$ cat src/dac_cmd_regs.svh
`ifndef DAC_CMD_REGS_SVH
`define DAC_CMD_REGS_SVH

// command codes, top nibble of a frame or of the i2c command byte
`define CMD_NOP          4'h0
`define CMD_WR_INPUT     4'h1
`define CMD_UPDATE       4'h2
`define CMD_WR_BOTH      4'h3
`define CMD_WR_CTRL      4'h4

`define CODE_BITS        10
`define SPI_WORD_W       16
`define CHAIN_W          24
`define CHAIN_WORD_LSB   8
`define SPI_WORD_EDGES   6'h10
`define CHAIN_EDGES      6'h18
`define EDGE_MAX         6'h3f

// control field positions inside the 10-bit code field
`define CTRL_RESET_BIT   9
`define CTRL_PD_HI_BIT   8
`define CTRL_PD_LO_BIT   7
`define CTRL_REF_BIT     6
`define CTRL_GAIN_BIT    5
`define CTRL_CHAIN_BIT   4

`define I2C_ADDR_HI5     5'h13
`define I2C_ADDR_LSB     1'h0
`define I2C_DIR_WRITE    1'h0
`define I2C_BYTE_BITS    4'h8
`define I2C_LAST_BYTE    2'h2
`define I2C_GEN_CALL     7'h00

`endif

$ cat src/dac_cmd_pkg.sv
`include "dac_cmd_regs.svh"
package dac_cmd_pkg;

    typedef logic [`CODE_BITS-1:0] code_t;

    typedef struct packed {
        logic pd_hi;
        logic pd_lo;
        logic ref_dis;
        logic gain;
        logic chain;
    } ctrl_t;

    typedef struct packed {
        logic sync_n;
        logic sclk;
        logic sdi;
    } spi_pins_t;

    typedef enum logic [2:0] {
        I2C_IDLE     = 3'b000,
        I2C_ADDR     = 3'b001,
        I2C_ADDR_ACK = 3'b010,
        I2C_DATA     = 3'b011,
        I2C_DATA_ACK = 3'b100,
        I2C_IGNORE   = 3'b101
    } i2c_state_t;

    typedef struct packed {
        logic                   sync_n_q;
        logic                   sclk_q;
        logic [5:0]             edges;
        logic [`SPI_WORD_W-1:0] first;
        logic [`CHAIN_W-1:0]    last;
        logic                   valid;
        logic [`SPI_WORD_W-1:0] word;
    } spi_rx_state_t;

    typedef struct packed {
        ctrl_t      ctrl;
        code_t      input_code;
        code_t      output_code;
        logic       strobe;
        i2c_state_t st;
        logic       scl_q;
        logic       sda_q;
        logic       addr_lat;
        logic [3:0] bit_cnt;
        logic [1:0] byte_cnt;
        logic [7:0] shreg;
        logic [7:0] cmd_byte;
        logic [7:0] hi_byte;
        logic       sda_oe;
    } top_state_t;

endpackage

$ cat src/pin_sync.sv
module pin_sync #(
    parameter int W = 1
) (
    input  wire logic         i_clk,
    input  wire logic         i_resetn,
    input  wire logic [W-1:0] i_async,
    output logic      [W-1:0] o_sync
);
    typedef struct packed {
        logic [W-1:0] meta;
        logic [W-1:0] sync;
    } sync_state_t;

    sync_state_t s_r;
    sync_state_t s_nxt;

    // meta is read by the second stage only
    always_comb begin
        s_nxt      = s_r;
        s_nxt.meta = i_async;
        s_nxt.sync = s_r.meta;
    end

    always_ff @(posedge i_clk) begin
        if (!i_resetn) begin
            s_r <= '0;
        end else begin
            s_r <= s_nxt;
        end
    end

    assign o_sync = s_r.sync;
endmodule

$ cat src/spi_frame_rx.sv
`include "dac_cmd_regs.svh"
module spi_frame_rx (
    input  wire logic                   i_clk,
    input  wire logic                   i_resetn,
    input  dac_cmd_pkg::spi_pins_t      i_pins,
    input  wire logic                   i_chain_en,
    output logic                        o_valid,
    output logic [`SPI_WORD_W-1:0]      o_word
);
    import dac_cmd_pkg::*;

    spi_rx_state_t s_r;
    spi_rx_state_t s_nxt;
    logic          sync_rise;
    logic          sclk_fall;
    logic [`SPI_WORD_W-1:0] chain_word;

    assign sync_rise  = i_pins.sync_n && !s_r.sync_n_q;
    assign sclk_fall  = s_r.sclk_q && !i_pins.sclk;
    assign chain_word = s_r.last[`CHAIN_W-1:`CHAIN_WORD_LSB];

    always_comb begin
        s_nxt          = s_r;
        s_nxt.valid    = 1'h0;
        s_nxt.sync_n_q = i_pins.sync_n;
        s_nxt.sclk_q   = i_pins.sclk;
        if (i_pins.sync_n) begin
            if (sync_rise) begin
                if (i_chain_en) begin
                    if (s_r.edges > `CHAIN_EDGES) begin
                        s_nxt.valid = 1'h1;
                        s_nxt.word  = chain_word;
                    end
                end else if (s_r.edges >= `SPI_WORD_EDGES) begin
                    s_nxt.valid = 1'h1;
                    s_nxt.word  = s_r.first;
                end
            end
            s_nxt.edges = '0;
        end else if (sclk_fall) begin
            s_nxt.last = {s_r.last[`CHAIN_W-2:0], i_pins.sdi};
            if (s_r.edges < `SPI_WORD_EDGES) begin
                s_nxt.first = {s_r.first[`SPI_WORD_W-2:0], i_pins.sdi};
            end
            if (s_r.edges != `EDGE_MAX) begin
                s_nxt.edges = s_r.edges + 6'h01;
            end
        end
    end

    always_ff @(posedge i_clk) begin
        if (!i_resetn) begin
            s_r <= '0;
        end else begin
            s_r <= s_nxt;
        end
    end

    assign o_valid = s_r.valid;
    assign o_word  = s_r.word;

    AST_SHORT_FRAME_DROPPED:
        assert property (@(posedge i_clk) disable iff (!i_resetn)
            (sync_rise && s_r.edges < `SPI_WORD_EDGES) |=> !o_valid)
        else $error("short frame was accepted");

    AST_WORD_FRAME_TAKEN:
        assert property (@(posedge i_clk) disable iff (!i_resetn)
            (sync_rise && !i_chain_en && s_r.edges >= `SPI_WORD_EDGES)
            |=> (o_valid && o_word == $past(s_r.first)))
        else $error("valid frame lost or wrong word");

    AST_CHAIN_FRAME:
        assert property (@(posedge i_clk) disable iff (!i_resetn)
            (sync_rise && i_chain_en)
            |=> (o_valid == ($past(s_r.edges) > `CHAIN_EDGES))
                && (!o_valid || o_word == $past(chain_word)))
        else $error("chain frame decode wrong");

    AST_CAPTURE_ON_FALL:
        assert property (@(posedge i_clk) disable iff (!i_resetn)
            (!i_pins.sync_n && sclk_fall) |=> s_r.last[0] == $past(i_pins.sdi))
        else $error("bit not captured on falling edge");
endmodule

$ cat src/dac_command_port.sv
`include "dac_cmd_regs.svh"
// Overview of operation
// - frame select low opens a write; data bit captured on each falling clock edge.
// - rise after 16 or more falling edges is valid; first 16 bits decoded.
// - rise before 16 falling edges discards the frame; nothing executes.
// - serial port has no data output; only the last device of a chain.
// - chain framing off after reset; enabled only by a control write.
// - chain on: frames over 24 bits valid, last 24 decoded, 10 LSBs ignored.
// - top nibble is the command; code in DB11..DB2; DB1..DB0 ignored.
// - serial control write: reset, pd high, pd low, ref off, gain, chain.
// - two-wire port works at 100 kHz and 400 kHz bus clocks.
// - no 10-bit or general call addressing; only own 7-bit address answered.
// - start is data falling while clock high; next byte is address plus direction.
// - matching address is acknowledged by holding data low on ninth clock.
// - nine clocks per byte; data changes only while clock is low.
// - address is 10011, then address select pin, then zero.
// - address select pin sampled per transaction, at start.
// - write is address, command, data high, data low, stop; all bytes acknowledged.
// - command in bits 7..4; code 9..2 in high byte, 1..0 in low 7..6.
// - two-wire control write uses code bits 9..5; no chain bit there.
// - update copies input register to output register; data ignored.
// - writing output register also writes the input register.
// - power-down pair selects load; output register stays writable.
// - soft reset restores all registers to defaults and clears itself.
module dac_command_port (
    input  wire logic            I_CLK,
    input  wire logic            I_RESETN,
    input  wire logic            I_SYNC_N,
    input  wire logic            I_SCLK,
    input  wire logic            I_SDI,
    input  wire logic            I_SCL,
    input  wire logic            I_SDA,
    input  wire logic            I_ADDR_SELECT_PIN,
    output logic                 O_SDA_OUT,
    output logic                 O_SDA_OE,
    output dac_cmd_pkg::code_t   O_INPUT_CODE,
    output dac_cmd_pkg::code_t   O_OUTPUT_CODE,
    output dac_cmd_pkg::ctrl_t   O_CTRL,
    output logic                 O_CMD_STROBE
);
    import dac_cmd_pkg::*;

    top_state_t s_r;
    top_state_t s_nxt;

    logic [5:0]             pins;
    spi_pins_t              spi_pins;
    logic                   scl;
    logic                   sda;
    logic                   addr_pin;
    logic                   spi_valid;
    logic [`SPI_WORD_W-1:0] spi_word;
    logic [3:0]             spi_cmd;
    code_t                  spi_code;
    logic                   scl_rise;
    logic                   scl_fall;
    logic                   start;
    logic                   stop;
    logic [6:0]             own_addr;
    logic                   addr_hit;
    logic                   byte_done;
    logic                   i2c_go;
    logic [3:0]             i2c_cmd;
    code_t                  i2c_code;

    // every pin crosses in through two flops before any decode
    pin_sync #(
        .W(6)
    ) u_pin_sync (
        .i_clk    (I_CLK),
        .i_resetn (I_RESETN),
        .i_async  ({I_SYNC_N, I_SCLK, I_SDI, I_SCL, I_SDA, I_ADDR_SELECT_PIN}),
        .o_sync   (pins)
    );

    assign spi_pins = pins[5:3];
    assign scl      = pins[2];
    assign sda      = pins[1];
    assign addr_pin = pins[0];

    // receive-only port: nothing is shifted back out
    spi_frame_rx u_spi_rx (
        .i_clk      (I_CLK),
        .i_resetn   (I_RESETN),
        .i_pins     (spi_pins),
        .i_chain_en (s_r.ctrl.chain),
        .o_valid    (spi_valid),
        .o_word     (spi_word)
    );

    // decode only once the frame has closed
    assign spi_cmd  = spi_word[`SPI_WORD_W-1:`SPI_WORD_W-4];
    assign spi_code = spi_word[`SPI_WORD_W-5:2];

    // a fast-mode half period is ~156 clocks, far above the 3-cycle sync lag
    assign scl_rise = scl && !s_r.scl_q;
    assign scl_fall = !scl && s_r.scl_q;
    assign start    = scl && s_r.scl_q && s_r.sda_q && !sda;
    assign stop     = scl && s_r.scl_q && !s_r.sda_q && sda;

    assign own_addr  = {`I2C_ADDR_HI5, s_r.addr_lat, `I2C_ADDR_LSB};
    // general call and 10-bit prefixes never equal own_addr
    assign addr_hit  = (s_r.shreg[7:1] == own_addr) && (s_r.shreg[0] == `I2C_DIR_WRITE);
    assign byte_done = (s_r.bit_cnt == `I2C_BYTE_BITS);

    assign i2c_go   = (s_r.st == I2C_DATA) && scl_fall && byte_done
                      && (s_r.byte_cnt == `I2C_LAST_BYTE) && !start && !stop;
    assign i2c_cmd  = s_r.cmd_byte[7:4];
    assign i2c_code = {s_r.hi_byte, s_r.shreg[7:6]};

    function automatic top_state_t exec(
        input top_state_t cur,
        input logic [3:0] cmd,
        input code_t      code,
        input logic       from_spi
    );
        top_state_t r;
        r        = cur;
        r.strobe = 1'h1;
        case (cmd)
            `CMD_WR_INPUT: begin
                r.input_code = code;
            end
            `CMD_UPDATE: begin
                r.output_code = cur.input_code;
            end
            `CMD_WR_BOTH: begin
                r.input_code  = code;
                r.output_code = code;
            end
            `CMD_WR_CTRL: begin
                if (code[`CTRL_RESET_BIT]) begin
                    r.ctrl        = '0;
                    r.input_code  = '0;
                    r.output_code = '0;
                end else begin
                    // code registers untouched by power-down
                    r.ctrl.pd_hi   = code[`CTRL_PD_HI_BIT];
                    r.ctrl.pd_lo   = code[`CTRL_PD_LO_BIT];
                    r.ctrl.ref_dis = code[`CTRL_REF_BIT];
                    r.ctrl.gain    = code[`CTRL_GAIN_BIT];
                    if (from_spi) begin
                        r.ctrl.chain = code[`CTRL_CHAIN_BIT];
                    end
                end
            end
            default: begin
            end
        endcase
        return r;
    endfunction

    always_comb begin
        s_nxt        = s_r;
        s_nxt.strobe = 1'h0;
        s_nxt.scl_q  = scl;
        s_nxt.sda_q  = sda;
        if (start) begin
            s_nxt.st       = I2C_ADDR;
            s_nxt.bit_cnt  = '0;
            s_nxt.byte_cnt = '0;
            s_nxt.sda_oe   = 1'h0;
            s_nxt.addr_lat = addr_pin;
        end else if (stop) begin
            s_nxt.st     = I2C_IDLE;
            s_nxt.sda_oe = 1'h0;
        end else begin
            // sample on the rising clock, act on the falling clock
            if (scl_rise && !byte_done && (s_r.st == I2C_ADDR || s_r.st == I2C_DATA)) begin
                s_nxt.shreg   = {s_r.shreg[6:0], sda};
                s_nxt.bit_cnt = s_r.bit_cnt + 4'h1;
            end
            if (scl_fall) begin
                case (s_r.st)
                    I2C_ADDR: begin
                        if (byte_done) begin
                            if (addr_hit) begin
                                s_nxt.st     = I2C_ADDR_ACK;
                                s_nxt.sda_oe = 1'h1;
                            end else begin
                                s_nxt.st = I2C_IGNORE;
                            end
                        end
                    end
                    I2C_ADDR_ACK: begin
                        s_nxt.st      = I2C_DATA;
                        s_nxt.sda_oe  = 1'h0;
                        s_nxt.bit_cnt = '0;
                    end
                    I2C_DATA: begin
                        if (byte_done) begin
                            s_nxt.st     = I2C_DATA_ACK;
                            s_nxt.sda_oe = 1'h1;
                            if (s_r.byte_cnt == 2'h0) begin
                                s_nxt.cmd_byte = s_r.shreg;
                            end
                            if (s_r.byte_cnt == 2'h1) begin
                                s_nxt.hi_byte = s_r.shreg;
                            end
                        end
                    end
                    I2C_DATA_ACK: begin
                        s_nxt.sda_oe  = 1'h0;
                        s_nxt.bit_cnt = '0;
                        // bytes past the data low byte are not acknowledged
                        if (s_r.byte_cnt == `I2C_LAST_BYTE) begin
                            s_nxt.st = I2C_IGNORE;
                        end else begin
                            s_nxt.st       = I2C_DATA;
                            s_nxt.byte_cnt = s_r.byte_cnt + 2'h1;
                        end
                    end
                    default: begin
                    end
                endcase
            end
        end
        // both ports may finish in one cycle; serial first, then two-wire
        if (spi_valid) begin
            s_nxt = exec(s_nxt, spi_cmd, spi_code, 1'h1);
        end
        if (i2c_go) begin
            s_nxt = exec(s_nxt, i2c_cmd, i2c_code, 1'h0);
        end
    end

    always_ff @(posedge I_CLK) begin
        if (!I_RESETN) begin
            s_r <= '0;
        end else begin
            s_r <= s_nxt;
        end
    end

    // open drain: the pin is only ever pulled low
    assign O_SDA_OUT     = 1'h0;
    assign O_SDA_OE      = s_r.sda_oe;
    assign O_INPUT_CODE  = s_r.input_code;
    assign O_OUTPUT_CODE = s_r.output_code;
    assign O_CTRL        = s_r.ctrl;
    assign O_CMD_STROBE  = s_r.strobe;

    AST_RESET_DEFAULTS:
        assert property (@(posedge I_CLK) disable iff (!I_RESETN)
            $rose(I_RESETN) |-> (O_CTRL == '0 && O_INPUT_CODE == '0 && O_OUTPUT_CODE == '0))
        else $error("registers not at defaults after reset");

    AST_UPDATE_COPIES:
        assert property (@(posedge I_CLK) disable iff (!I_RESETN)
            (spi_valid && spi_cmd == `CMD_UPDATE && !i2c_go)
            |=> (O_OUTPUT_CODE == $past(O_INPUT_CODE) && $stable(O_INPUT_CODE)))
        else $error("update did not copy input register");

    AST_WRITE_BOTH:
        assert property (@(posedge I_CLK) disable iff (!I_RESETN)
            (spi_valid && spi_cmd == `CMD_WR_BOTH && !i2c_go)
            |=> (O_INPUT_CODE == $past(spi_code) && O_OUTPUT_CODE == O_INPUT_CODE))
        else $error("write both left registers unequal");

    AST_SOFT_RESET:
        assert property (@(posedge I_CLK) disable iff (!I_RESETN)
            (spi_valid && spi_cmd == `CMD_WR_CTRL && spi_code[`CTRL_RESET_BIT] && !i2c_go)
            |=> (O_CTRL == '0 && O_INPUT_CODE == '0 && O_OUTPUT_CODE == '0))
        else $error("soft reset incomplete");

    AST_ADDR_ACK:
        assert property (@(posedge I_CLK) disable iff (!I_RESETN)
            (s_r.st == I2C_ADDR && scl_fall && byte_done && addr_hit && !start && !stop)
            |=> O_SDA_OE ##1 (O_SDA_OE || !scl))
        else $error("matching address not acknowledged");

    AST_NO_GEN_CALL:
        assert property (@(posedge I_CLK) disable iff (!I_RESETN)
            (s_r.st == I2C_ADDR && byte_done && s_r.shreg[7:1] == `I2C_GEN_CALL)
            |=> !O_SDA_OE)
        else $error("general call acknowledged");

    AST_ACK_RELEASE:
        assert property (@(posedge I_CLK) disable iff (!I_RESETN)
            ((s_r.st == I2C_ADDR_ACK || s_r.st == I2C_DATA_ACK) && scl_fall)
            |=> !O_SDA_OE)
        else $error("acknowledge not released after ninth clock");

    AST_I2C_NO_CHAIN:
        assert property (@(posedge I_CLK) disable iff (!I_RESETN)
            (i2c_go && !spi_valid && !(i2c_cmd == `CMD_WR_CTRL && i2c_code[`CTRL_RESET_BIT]))
            |=> $stable(O_CTRL.chain))
        else $error("two-wire write touched chain enable");
endmodule

$ cat config.mk
export PLATFORM = sky130hd
export DESIGN_NAME = dac_command_port
export DESIGN_NICKNAME = d
export VERILOG_FILES = /design/src/dac_cmd_pkg.sv /design/src/pin_sync.sv /design/src/spi_frame_rx.sv /design/src/dac_command_port.sv
export VERILOG_INCLUDE_DIRS = /design/src
export SDC_FILE = /design/constraint.sdc
export NUM_CORES = 1
export LEC_CHECK = 0
export BUFFER_PORTS_ARGS = -buffer_cell sky130_fd_sc_hd__clkbuf_2
export CELL_PAD_IN_SITES_DETAIL_PLACEMENT = 1
export CELL_PAD_IN_SITES_GLOBAL_PLACEMENT = 2
export CORE_UTILIZATION = 34
export CTS_CLUSTER_SIZE = 25
export DETAILED_ROUTE_END_ITERATION = 6
export PLACE_DENSITY = 0.78
export SLEW_MARGIN = 25
export SYNTH_ARGS = -nofsm -noshare
export SYNTH_HDL_FRONTEND = slang
export SYNTH_SLANG_ARGS = --single-unit
export TNS_END_PERCENT = 5
$ cat constraint.sdc
create_clock -name I_CLK -period 1.75 [get_ports I_CLK]
set_input_delay 0.175 -clock I_CLK [delete_from_list [all_inputs] [get_ports I_CLK]]
set_output_delay 0.175 -clock I_CLK [all_outputs]
set_load 0.01 [all_outputs]
==> impl_metrics.py, run 1 <==
metrics = {
    "outcome": {
        "status": "finished with violations",
        "violations": "setup timing",
    },
    "min_path": {
        "min_from": "I_RESETN",
        "hp-class": "in -> reg",
    },
    "clocking": {
        "htreeDepth": 4,
        "numCtsBuffers": 17,
        "clk_pin_slew_ps": 60,
        "clk_latency_ps": 430,
        "cts_tree": "built",
        "clock_sinks": 134,
        "clk_path_buf_depth": 2,
        "root_buffer": "clkbuf_16",
    },
    "sta": {
        "finalCriticalPeriod_ps": 1760,
        "tightest_slew_ps": 621,
        "slew_headroom": 0.586,
        "finalSetupTns_ps": -29.5,
        "rsz0062_at_grt": "true",
        "timing.final.crit_share": 1.00,
        "skew_ps": 7.86,
        "fmax_mhz": 569,
        "maxSlewViolCount": 0,
        "worst_slack_ps": -7.37,
        "final_hold_viol_count": 0,
        "setup_viol": 6,
    },
    "placed_design": {
        "place.gp.congestion": 0.807,
        "placed_cells": 922,
        "place.port_buffers": 34,
        "dp_hpwl_um": 11600,
        "dpl_cell_area_um2": 6610,
    },
    "synthesis": {
        "ys_seq_elements": 134,
        "synth_area_leaders": "dfxtp_1 (44%), nand2_1 (6.1%), a21oi_1 (4.3%), mux2i_1 (4.1%), buf_4 (3.7%)",
        "seq_area_frac_synth": 0.439,
        "yosysUniqueCellTypes": 66,
        "ys_warn_count": 0,
        "syn_nets": 691,
        "synthesis.area_um2": 6110,
        "synthArstFlopShare": 0,
        "netlist_instances": 677,
        "yosysTopAreaCellShare": 0.439,
        "syn_avg_cell_area_um2": 9.02,
        "synth_edf_count": 0,
        "yosys.area.top_type": "dfxtp_1",
        "synth-main-ff-cell": "dfxtp_1",
    },
    "critical_path": {
        "cp_max_fo": 5,
        "critPathLaunch": "s_r[25]$_SDFFE_PP0P_",
        "cp_num_buf_inv": 4,
        "critPathTopFamily": "buffers and inverters",
        "crit_path_top_delay_cell": "dfxtp_2",
        "cp_common_cell": "buf_6",
        "start_kind": "flip-flop",
        "path_class": "reg -> reg",
        "path_cells": "inv_2, ha_4, nand4bb_4, buf_6, buf_6, nor3_4, a21o_4, clkbuf_16, o22ai_1",
        "r2r-start": "s_r[25]$_SDFFE_PP0P_",
        "crit_required_ps": 2060,
        "arrival_ps": 2060,
        "slowest_delay_ps": 320,
        "endpoint_kind": "flip-flop",
    },
    "layout": {
        "areaGrowthSynthToFinish_pct": 23.5,
        "instances_no_fill": 967,
        "nNetsFinal": 743,
        "final_common_cell": "dfxtp_1",
        "final_core_util": 0.433,
        "mostFrequentLayoutCells": "dfxtp_1 (130), nand2_1 (99), nor2_1 (57)",
        "final_cell_area_um2": 7540,
        "nFillCells": 2022,
        "drive_above_1_share": 0.232,
        "insertedDiodeCount": 0,
    },
    "global_routing": {
        "grt_overflow": 0,
        "grt_pass1_wl_um": 26600,
        "grt_max_degree": 46,
        "grt_pass1_vias": 5203,
        "grtUsageTotal": 0.187,
        "antenna_found_initial": 0,
    },
    "detailed_routing": {
        "drtIter0Drc": 346,
        "dr.pass1.iters": 4,
        "ant_nets": 0,
        "routed_via_density": 5.35,
        "wl_per_cell_um": 17.6,
        "drc": 0,
        "finalWirelength_um": 17000,
        "routed-via-count": 5173,
    },
    "power": {
        "peakVddDrop_v": 0.000561,
        "power_density_nw_per_um2": 948,
        "p_total_mw": 7.15,
        "leakage_nw": 3.01,
    },
    "floorplan": {
        "fp.dieH_um": 136,
        "core-area_um2": 17400,
        "rows": 48,
        "die-area_um2": 18500,
        "start_util": 0.351,
        "ioPinCount": 36,
        "die_width_um": 136,
    },
    "flow_run": {
        "maxCapViolations": 0,
    },
}
[synthesized netlist by cell type, types with 8 or more instances]
| master | n |
|---|---|
| a21o_1 | 15 |
| a21oi_1 | 53 |
| a221oi_1 | 18 |
| a22oi_1 | 9 |
| and2_1 | 17 |
| buf_2 | 9 |
| buf_4 | 30 |
| clkbuf_1 | 20 |
| dfxtp_1 | 134 |
| inv_1 | 10 |
| mux2_2 | 10 |
| mux2i_1 | 25 |
| nand2_1 | 99 |
| nand2b_1 | 10 |
| nor2_1 | 58 |
| o21ai_0 | 36 |
| o22ai_1 | 10 |
| xnor2_1 | 8 |
[through the flow]
step,hold slack (ps),setup WS [ps]
after floorplan,302,32.6
after global placement,391,2.56
after detailed placement,389,-83.9
after CTS,172,-17.2
after global routing,213,-79.6
final,195,-7.37
[per-layer routing]
layer | global-route usage | vias to the layer above | wire length, um
met5 | 0 | - | 0
met4 | 0.0623 | 0 | 329
met3 | 0.0444 | 32 | 615
met2 | 0.315 | 100 | 8410
met1 | 0.232 | 2559 | 7650
li1 | - | 2482 | -
[cells by family (layout without fill, tap and decap cells)]
group / count (synthesis) / in the layout / share of synthesized area
flip-flops: 134 / 134 / 0.439
adder cells (fa/ha/maj): 6 / 6 / 0.0123
AO/OA/AOI/OAI: 170 / 170 / 0.187
multiplexers: 35 / 35 / 0.0594
XOR/XNOR: 12 / 12 / 0.0172
buffers and inverters: 73 / 138 / 0.0664
AND/OR/NAND/NOR: 246 / 246 / 0.218
other: 1 / 1 / 0.000614
[where the power goes]
part / switching, mW / internal, mW / leakage (nW)
logic: 0.136 / 0.114 / 1.63
clock network: 1.41 / 2.40 / 0.297
registers: 0.0233 / 3.08 / 1.08
total: 1.56 / 5.59 / 3.01
[worst reg2reg max path, cell delays in order (launching register included)]
cell	delay, ps
dfxtp_2	320
inv_2	70
ha_4	150
nand4bb_4	180
buf_6	180
buf_6	110
nor3_4	210
a21o_4	190
clkbuf_16	150
o22ai_1	80
[worst paths after layout]
| path | endpoint | slack, ps | cells past startpoint |
|---|---|---|---|
| setup / recovery | O_OUTPUT_CODE[8]$_SDFF_PN0_ | -7 | 9 |
| hold / removal | O_CMD_STROBE$_SDFF_PN0_ | 200 | 3 |
| setup reg to reg | O_OUTPUT_CODE[8]$_SDFF_PN0_ | -7 | 9 |
| hold reg to reg | u_pin_sync.o_sync[1]$_SDFF_PN0_ | 430 | 1 |
[layout make-up]
cell class              instances  area (um^2)  share of cell area
multi-input cells             470         3170               0.420
well taps                     225          282              0.0373
clock inverters                14          200              0.0265
clock buffers                  18          429              0.0569
flip-flops and latches        134         2690               0.356
repair buffers                 95          737              0.0977
inverters                      11         41.3             0.00547
[state kept, by name (all words and copies together), names as in the netlist, 4 cells and up]
register and flops:
u_pin_sync.o_sync 6, O_CTRL 5, u_pin_sync.s_nxt 6, u_spi_rx.s_r 32, u_spi_rx.o_word 14, O_INPUT_CODE 10
s_r 17, i2c_code 10, O_OUTPUT_CODE 10, u_spi_rx.chain_word 16, i2c_cmd 4
[timing repair]
action | CTS | global route
hold buffers | 6 | 0
resized for setup | 12 | 34
setup endpoints to repair | 21 | 48
pin swaps | 1 | 9
setup buffers | 2 | 2
gates cloned | 0 | 3
hold endpoints to repair | 6 | 0
No activity file was read; power rests on OpenSTA's default activity.
==> run 2, diff against run 1 <==
CORE_UTILIZATION = 38   (was 34)
MAX_ROUTING_LAYER = met4   (was default)
PLACE_DENSITY = 0.82   (was 0.78)
clock period = 1.9 ns   (was 1.75 ns; I/O delays follow)
==> run 2 against run 1 <==
The run now ends clean. Core utilization grew 3.0 points. Cell count shrank 3.8%. Worst hold slack gained 1.8 ps. Worst setup slack gained 72 ps. Sequential power shrank 7.7%. Die area shrank 10%. Count of clock-buffer cells in the layout grew 3. Clock power shrank 13%. Clock skew grew 1.3 ps. Fmax shrank 4.3%. Combinational power shrank 16%.
==> impl_metrics.py, run 2 (synthesis gave the netlist of run 1 again) <==
metrics = {
    "outcome": {
        "status": "complete, no violations",
    },
    "sta": {
        "setup_viol": 0,
        "slew_headroom": 0.411,
        "final_hold_viol_count": 0,
        "worst_slack_ps": 64.3,
        "finalSetupTns_ps": 0,
        "finalCriticalPeriod_ps": 1840,
        "fin_hold_ws_ps": 197,
        "fmax_mhz": 545,
        "tightest_slew_ps": 880,
        "maxSlewViolCount": 0,
        "skew_ps": 9.15,
        "timing.final.crit_share": 0.966,
    },
    "floorplan": {
        "die-area_um2": 16600,
        "rows": 45,
        "die_width_um": 129,
        "ioPinCount": 36,
        "start_util": 0.396,
        "core-area_um2": 15400,
        "fp.dieH_um": 129,
    },
    "layout": {
        "nFillCells": 1828,
        "nNetsFinal": 721,
        "largest_register_ff_count": 32,
        "drive_above_1_share": 0.185,
        "final_cell_area_um2": 7150,
        "areaGrowthSynthToFinish_pct": 17.0,
        "insertedDiodeCount": 0,
        "final_core_util": 0.464,
        "final_common_cell": "dfxtp_1",
        "regMostFlops": "u_spi_rx.s_r",
        "instances_no_fill": 930,
        "mostFrequentLayoutCells": "dfxtp_1 (133), nand2_1 (99), nor2_1 (58)",
    },
    "placed_design": {
        "placed_cells": 892,
        "place.port_buffers": 34,
        "dpl_cell_area_um2": 6420,
        "dp_hpwl_um": 11200,
        "dp_slack_ps": 3.10,
        "place.gp.congestion": 0.880,
    },
    "power": {
        "power_density_nw_per_um2": 893,
        "leakage_nw": 2.82,
        "p_total_mw": 6.38,
        "peakVddDrop_v": 0.000641,
    },
    "min_path": {
        "min_from": "I_RESETN",
        "hold_depth": 2,
        "hp-class": "in -> reg",
        "hold_path_end": "s_r[34]$_SDFFE_PN0P_",
    },
    "clocking": {
        "htreeDepth": 4,
        "cts_tree": "built",
        "clk_pin_slew_ps": 60,
        "root_buffer": "clkbuf_16",
        "clk_path_buf_depth": 2,
        "clk_latency_ps": 420,
        "numCtsBuffers": 17,
        "clock_sinks": 134,
    },
    "global_routing": {
        "grt_max_degree": 50,
        "grt_pass1_vias": 5114,
        "grt_overflow": 0,
        "grt_pass1_wl_um": 26200,
        "grtUsageTotal": 0.211,
        "antenna_found_initial": 0,
    },
    "critical_path": {
        "r2r-start": "s_r[27]$_SDFFE_PP0N_",
        "crit_required_ps": 2250,
        "rrSetupSlack_ps": 60,
        "start_kind": "flip-flop",
        "rr_worst_depth": 8,
        "endpoint_kind": "flip-flop",
        "r2r-end": "O_INPUT_CODE[2]$_SDFF_PN0_",
        "arrival_ps": 2180,
        "cp_max_fo": 8,
        "path_class": "reg -> reg",
    },
    "detailed_routing": {
        "finalWirelength_um": 16100,
        "ant_nets": 0,
        "routed-via-count": 5007,
        "drc": 0,
        "drtIter0Drc": 302,
        "dr.pass1.iters": 5,
        "wl_per_cell_um": 17.3,
        "routed_via_density": 5.38,
    },
    "flow_run": {
        "maxCapViolations": 0,
    },
}
==> run 2: cell count changes in the layout (fill, tap and decap cells not counted), sizes merged <==
cell	previous run	this run
clkbuf	53	55
bufinv	4	2
buf	54	33
clkinv	5	6
clkinvlp	3	0
==> run 2: area by class of cell <==
cell class              count  area [um^2]  share of cell area
multi-input cells         470         3070               0.430
inverters                  11         41.3             0.00577
clock buffers              21          480              0.0672
well taps                 211          264              0.0369
repair buffers             73          489              0.0684
flip-flops and latches    134         2680               0.375
clock inverters            10          119              0.0166
==> run 2: timing repair <==
item	in CTS	in global routing
hold endpoints to repair	6	0
setup buffers	0	1
setup endpoints to repair	0	26
resized for setup	0	12
hold buffers	6	0
==> run 2: critical path, stage by stage, from the launching register on <==
cell and delay, ps:
dfxtp_1 320, inv_1 100, ha_2 220, nand3b_4 160, buf_4 210, nor4_4 330, buf_4 220, nand2_1 70
a21oi_1 130
==> run 2: routing by layer <==
layer	wire length (um)	up-vias	track usage
li1	-	2449	-
met1	7430	2453	0.256
met2	7780	81	0.341
met3	526	24	0.0466
met4	323	0	0.0796
met5	0	-	-
==> run 2: report_power, final <==
group	internal (mW)	total [mW]	leakage [nW]	switching (mW)
combinational	0.0902	0.209	1.44	0.119
clock	2.07	3.31	0.300	1.24
sequential	2.84	2.86	1.08	0.0221
total	5.00	6.38	2.82	1.39
==> run 2: worst max-delay path by stage <==
stage | startpoint | end | slack [ps] | cells after the start
finish | s_r[27]$_SDFFE_PP0N_ | O_INPUT_CODE[2]$_SDFF_PN0_ | 60 | 8
global route | s_r[25]$_SDFFE_PP0P_ | O_INPUT_CODE[8]$_SDFF_PN0_ | -30 | 7
floorplan | s_r[25]$_SDFFE_PP0P_ | O_INPUT_CODE[6]$_SDFF_PN0_ | 180 | 7
detailed placement | s_r[25]$_SDFFE_PP0P_ | O_OUTPUT_CODE[7]$_SDFF_PN0_ | 3 | 6
global placement | s_r[36]$_SDFFE_PP0P_ | s_r[34]$_SDFFE_PN0P_ | 90 | 4
CTS | s_r[27]$_SDFFE_PP0N_ | O_INPUT_CODE[1]$_SDFF_PN0_ | 2 | 8
==> run 3, diff against run 2 <==
BUFFER_PORTS_ARGS = default   (was -buffer_cell sky130_fd_sc_hd__clkbuf_2)
CORE_UTILIZATION = 40   (was 38)
DONT_BUFFER_PORTS = 1   (was default)
==> run 3 against run 2 <==
The flow now finishes with violations (DRC). First-iteration DRC count grew 7.3%. Core utilization increased by 1.7 points. Combinational power fell by 9%. Register-to-register slack worse by 40 ps. Fmax is 1.9% lower. Sequential share of layout area up 0.50 points.
==> impl_metrics.py, run 3 (synthesis gave the netlist of run 1 again) <==
metrics = {
    "floorplan": {
        "die-area_um2": 15800,
        "fp.dieH_um": 126,
        "core-area_um2": 14700,
        "start_util": 0.416,
        "ioPinCount": 36,
        "rows": 44,
        "die_width_um": 126,
    },
    "layout": {
        "nNetsFinal": 692,
        "insertedDiodeCount": 0,
        "instances_no_fill": 874,
        "areaGrowthSynthToFinish_pct": 15.5,
        "drive_above_1_share": 0.146,
        "final_common_cell": "dfxtp_1",
        "final_core_util": 0.480,
        "largest_register_ff_count": 32,
        "regMostFlops": "u_spi_rx.s_r",
        "mostFrequentLayoutCells": "dfxtp_1 (133), nand2_1 (99), nor2_1 (58)",
        "final_cell_area_um2": 7060,
    },
    "clocking": {
        "cts_tree": "built",
        "htreeDepth": 4,
        "clock_sinks": 134,
        "root_buffer": "clkbuf_16",
        "clk_pin_slew_ps": 60,
        "numCtsBuffers": 17,
        "clk_path_buf_depth": 2,
        "clk_latency_ps": 410,
    },
    "sta": {
        "tightest_slew_ps": 945,
        "setup_viol": 0,
        "skew_ps": 9.66,
        "rsz0062_at_grt": "true",
        "slew_headroom": 0.368,
        "finalSetupTns_ps": 0,
        "timing.final.crit_share": 0.985,
        "finalCriticalPeriod_ps": 1870,
        "fin_hold_ws_ps": 27.3,
        "final_hold_viol_count": 0,
        "fmax_mhz": 534,
        "maxSlewViolCount": 0,
        "worst_slack_ps": 28.3,
    },
    "detailed_routing": {
        "drc": 4,
        "ant_nets": 0,
        "routed-via-count": 4885,
        "finalWirelength_um": 16000,
        "drtIter0Drc": 324,
        "routed_via_density": 5.59,
        "dr.pass1.iters": 6,
        "wl_per_cell_um": 18.3,
    },
    "critical_path": {
        "critPathLaunch": "s_r[25]$_SDFFE_PP0P_",
        "endpoint_kind": "flip-flop",
        "crit_path_top_delay_cell": "a2111oi_4",
        "arrival_ps": 2170,
        "r2r-end": "O_INPUT_CODE[8]$_SDFF_PN0_",
        "start_kind": "flip-flop",
        "cp_max_fo": 5,
        "path_class": "reg -> reg",
        "crit_required_ps": 2200,
        "r2r-start": "s_r[25]$_SDFFE_PP0P_",
        "path_cells": "inv_1, ha_4, nand4bb_4, a2111oi_4, buf_4, nor3b_2, a221o_1",
        "rrSetupSlack_ps": 30,
        "cp-endpoint": "O_INPUT_CODE[8]$_SDFF_PN0_",
        "slowest_delay_ps": 360,
        "rr_worst_depth": 7,
    },
    "placed_design": {
        "place.gp.congestion": 0.835,
        "place.port_buffers": 0,
        "dpl_cell_area_um2": 6280,
        "dp_hpwl_um": 10900,
        "dp_slack_ps": 15.2,
        "placed_cells": 834,
    },
    "global_routing": {
        "grt_pass1_wl_um": 26700,
        "grt_max_degree": 59,
        "antenna_found_initial": 0,
        "grt_pass1_vias": 5015,
        "grtUsageTotal": 0.221,
        "grt_overflow": 0,
    },
    "power": {
        "power_density_nw_per_um2": 931,
        "peakVddDrop_v": 0.000645,
        "leakage_nw": 2.70,
        "p_total_mw": 6.57,
    },
    "outcome": {
        "violations": "DRC",
        "status": "finished with violations",
    },
    "flow_run": {
        "maxCapViolations": 0,
    },
    "min_path": {
        "hp-class": "in -> reg",
        "min_from": "I_RESETN",
    },
}
==> run 3: cell types whose count changed in the layout (fill, tap and decap cells not counted), moves of 2 or more <==
cell,before,now
clkbuf_1,0,2
clkinv_4,3,0
nor4_4,4,2
bufinv_16,2,4
ha_2,2,0
clkbuf_2,34,0
ha_4,0,2
clkinvlp_4,0,2
inv_6,2,0
buf_12,0,3
dlygate4sd3_1,6,8
nor4_2,0,2
==> run 3: final cells by class <==
cell class,count,area (um^2)
Inverter,11,41.3
Sequential cell,134,2680
Tap cell,184,230
Clock inverter,8,145
Timing Repair Buffer,44,395
Fill cell,1694,7640
Multi-Input combinational cell,470,3070
Clock buffer,23,488
==> run 3: worst min path at each step <==
stage / endpoint / slack, ps / cells past startpoint
final: O_SDA_OE$_SDFFE_PP0P_ / 30 / 2
after global routing: O_SDA_OE$_SDFFE_PP0P_ / 20 / 2
after CTS: s_r[36]$_SDFFE_PP0P_ / 10 / 2
after detailed placement: u_pin_sync.s_nxt[3]$_SDFF_PN0_ / 320 / 1
after global placement: u_pin_sync.s_nxt[3]$_SDFF_PN0_ / 320 / 1
after floorplan: u_pin_sync.s_nxt[0]$_SDFF_PN0_ / 320 / 1
==> run 3: power by group <==
part / switching (mW) / internal, mW
registers: 0.0297 / 2.84
logic: 0.105 / 0.0860
clock network: 1.18 / 2.32
total: 1.32 / 5.25
==> run 3: critical path, delay by kind of cell, from the launching register on <==
kind	cells	cell delay, ps
DFF	1	310
AOI/OAI and AO/OA	2	680
buffers and inverters	2	340
and+or+nand+nor	2	250
adders and majority gates	1	170
==> run 3: timing repair <==
item,CTS,global route
pin swaps,0,3
setup buffers,0,1
resized for setup,1,11
hold buffers,8,0
endpoints found under the hold margin,33,0
endpoints found under the setup margin,1,25
==> run 3: metal layers <==
layer	vias to the layer above	track usage	wire length (um)
met1	2416	0.276	7490
met4	0	0.0768	245
met2	76	0.357	7790
li1	2376	-	-
met3	17	0.0424	431
met5	-	-	0
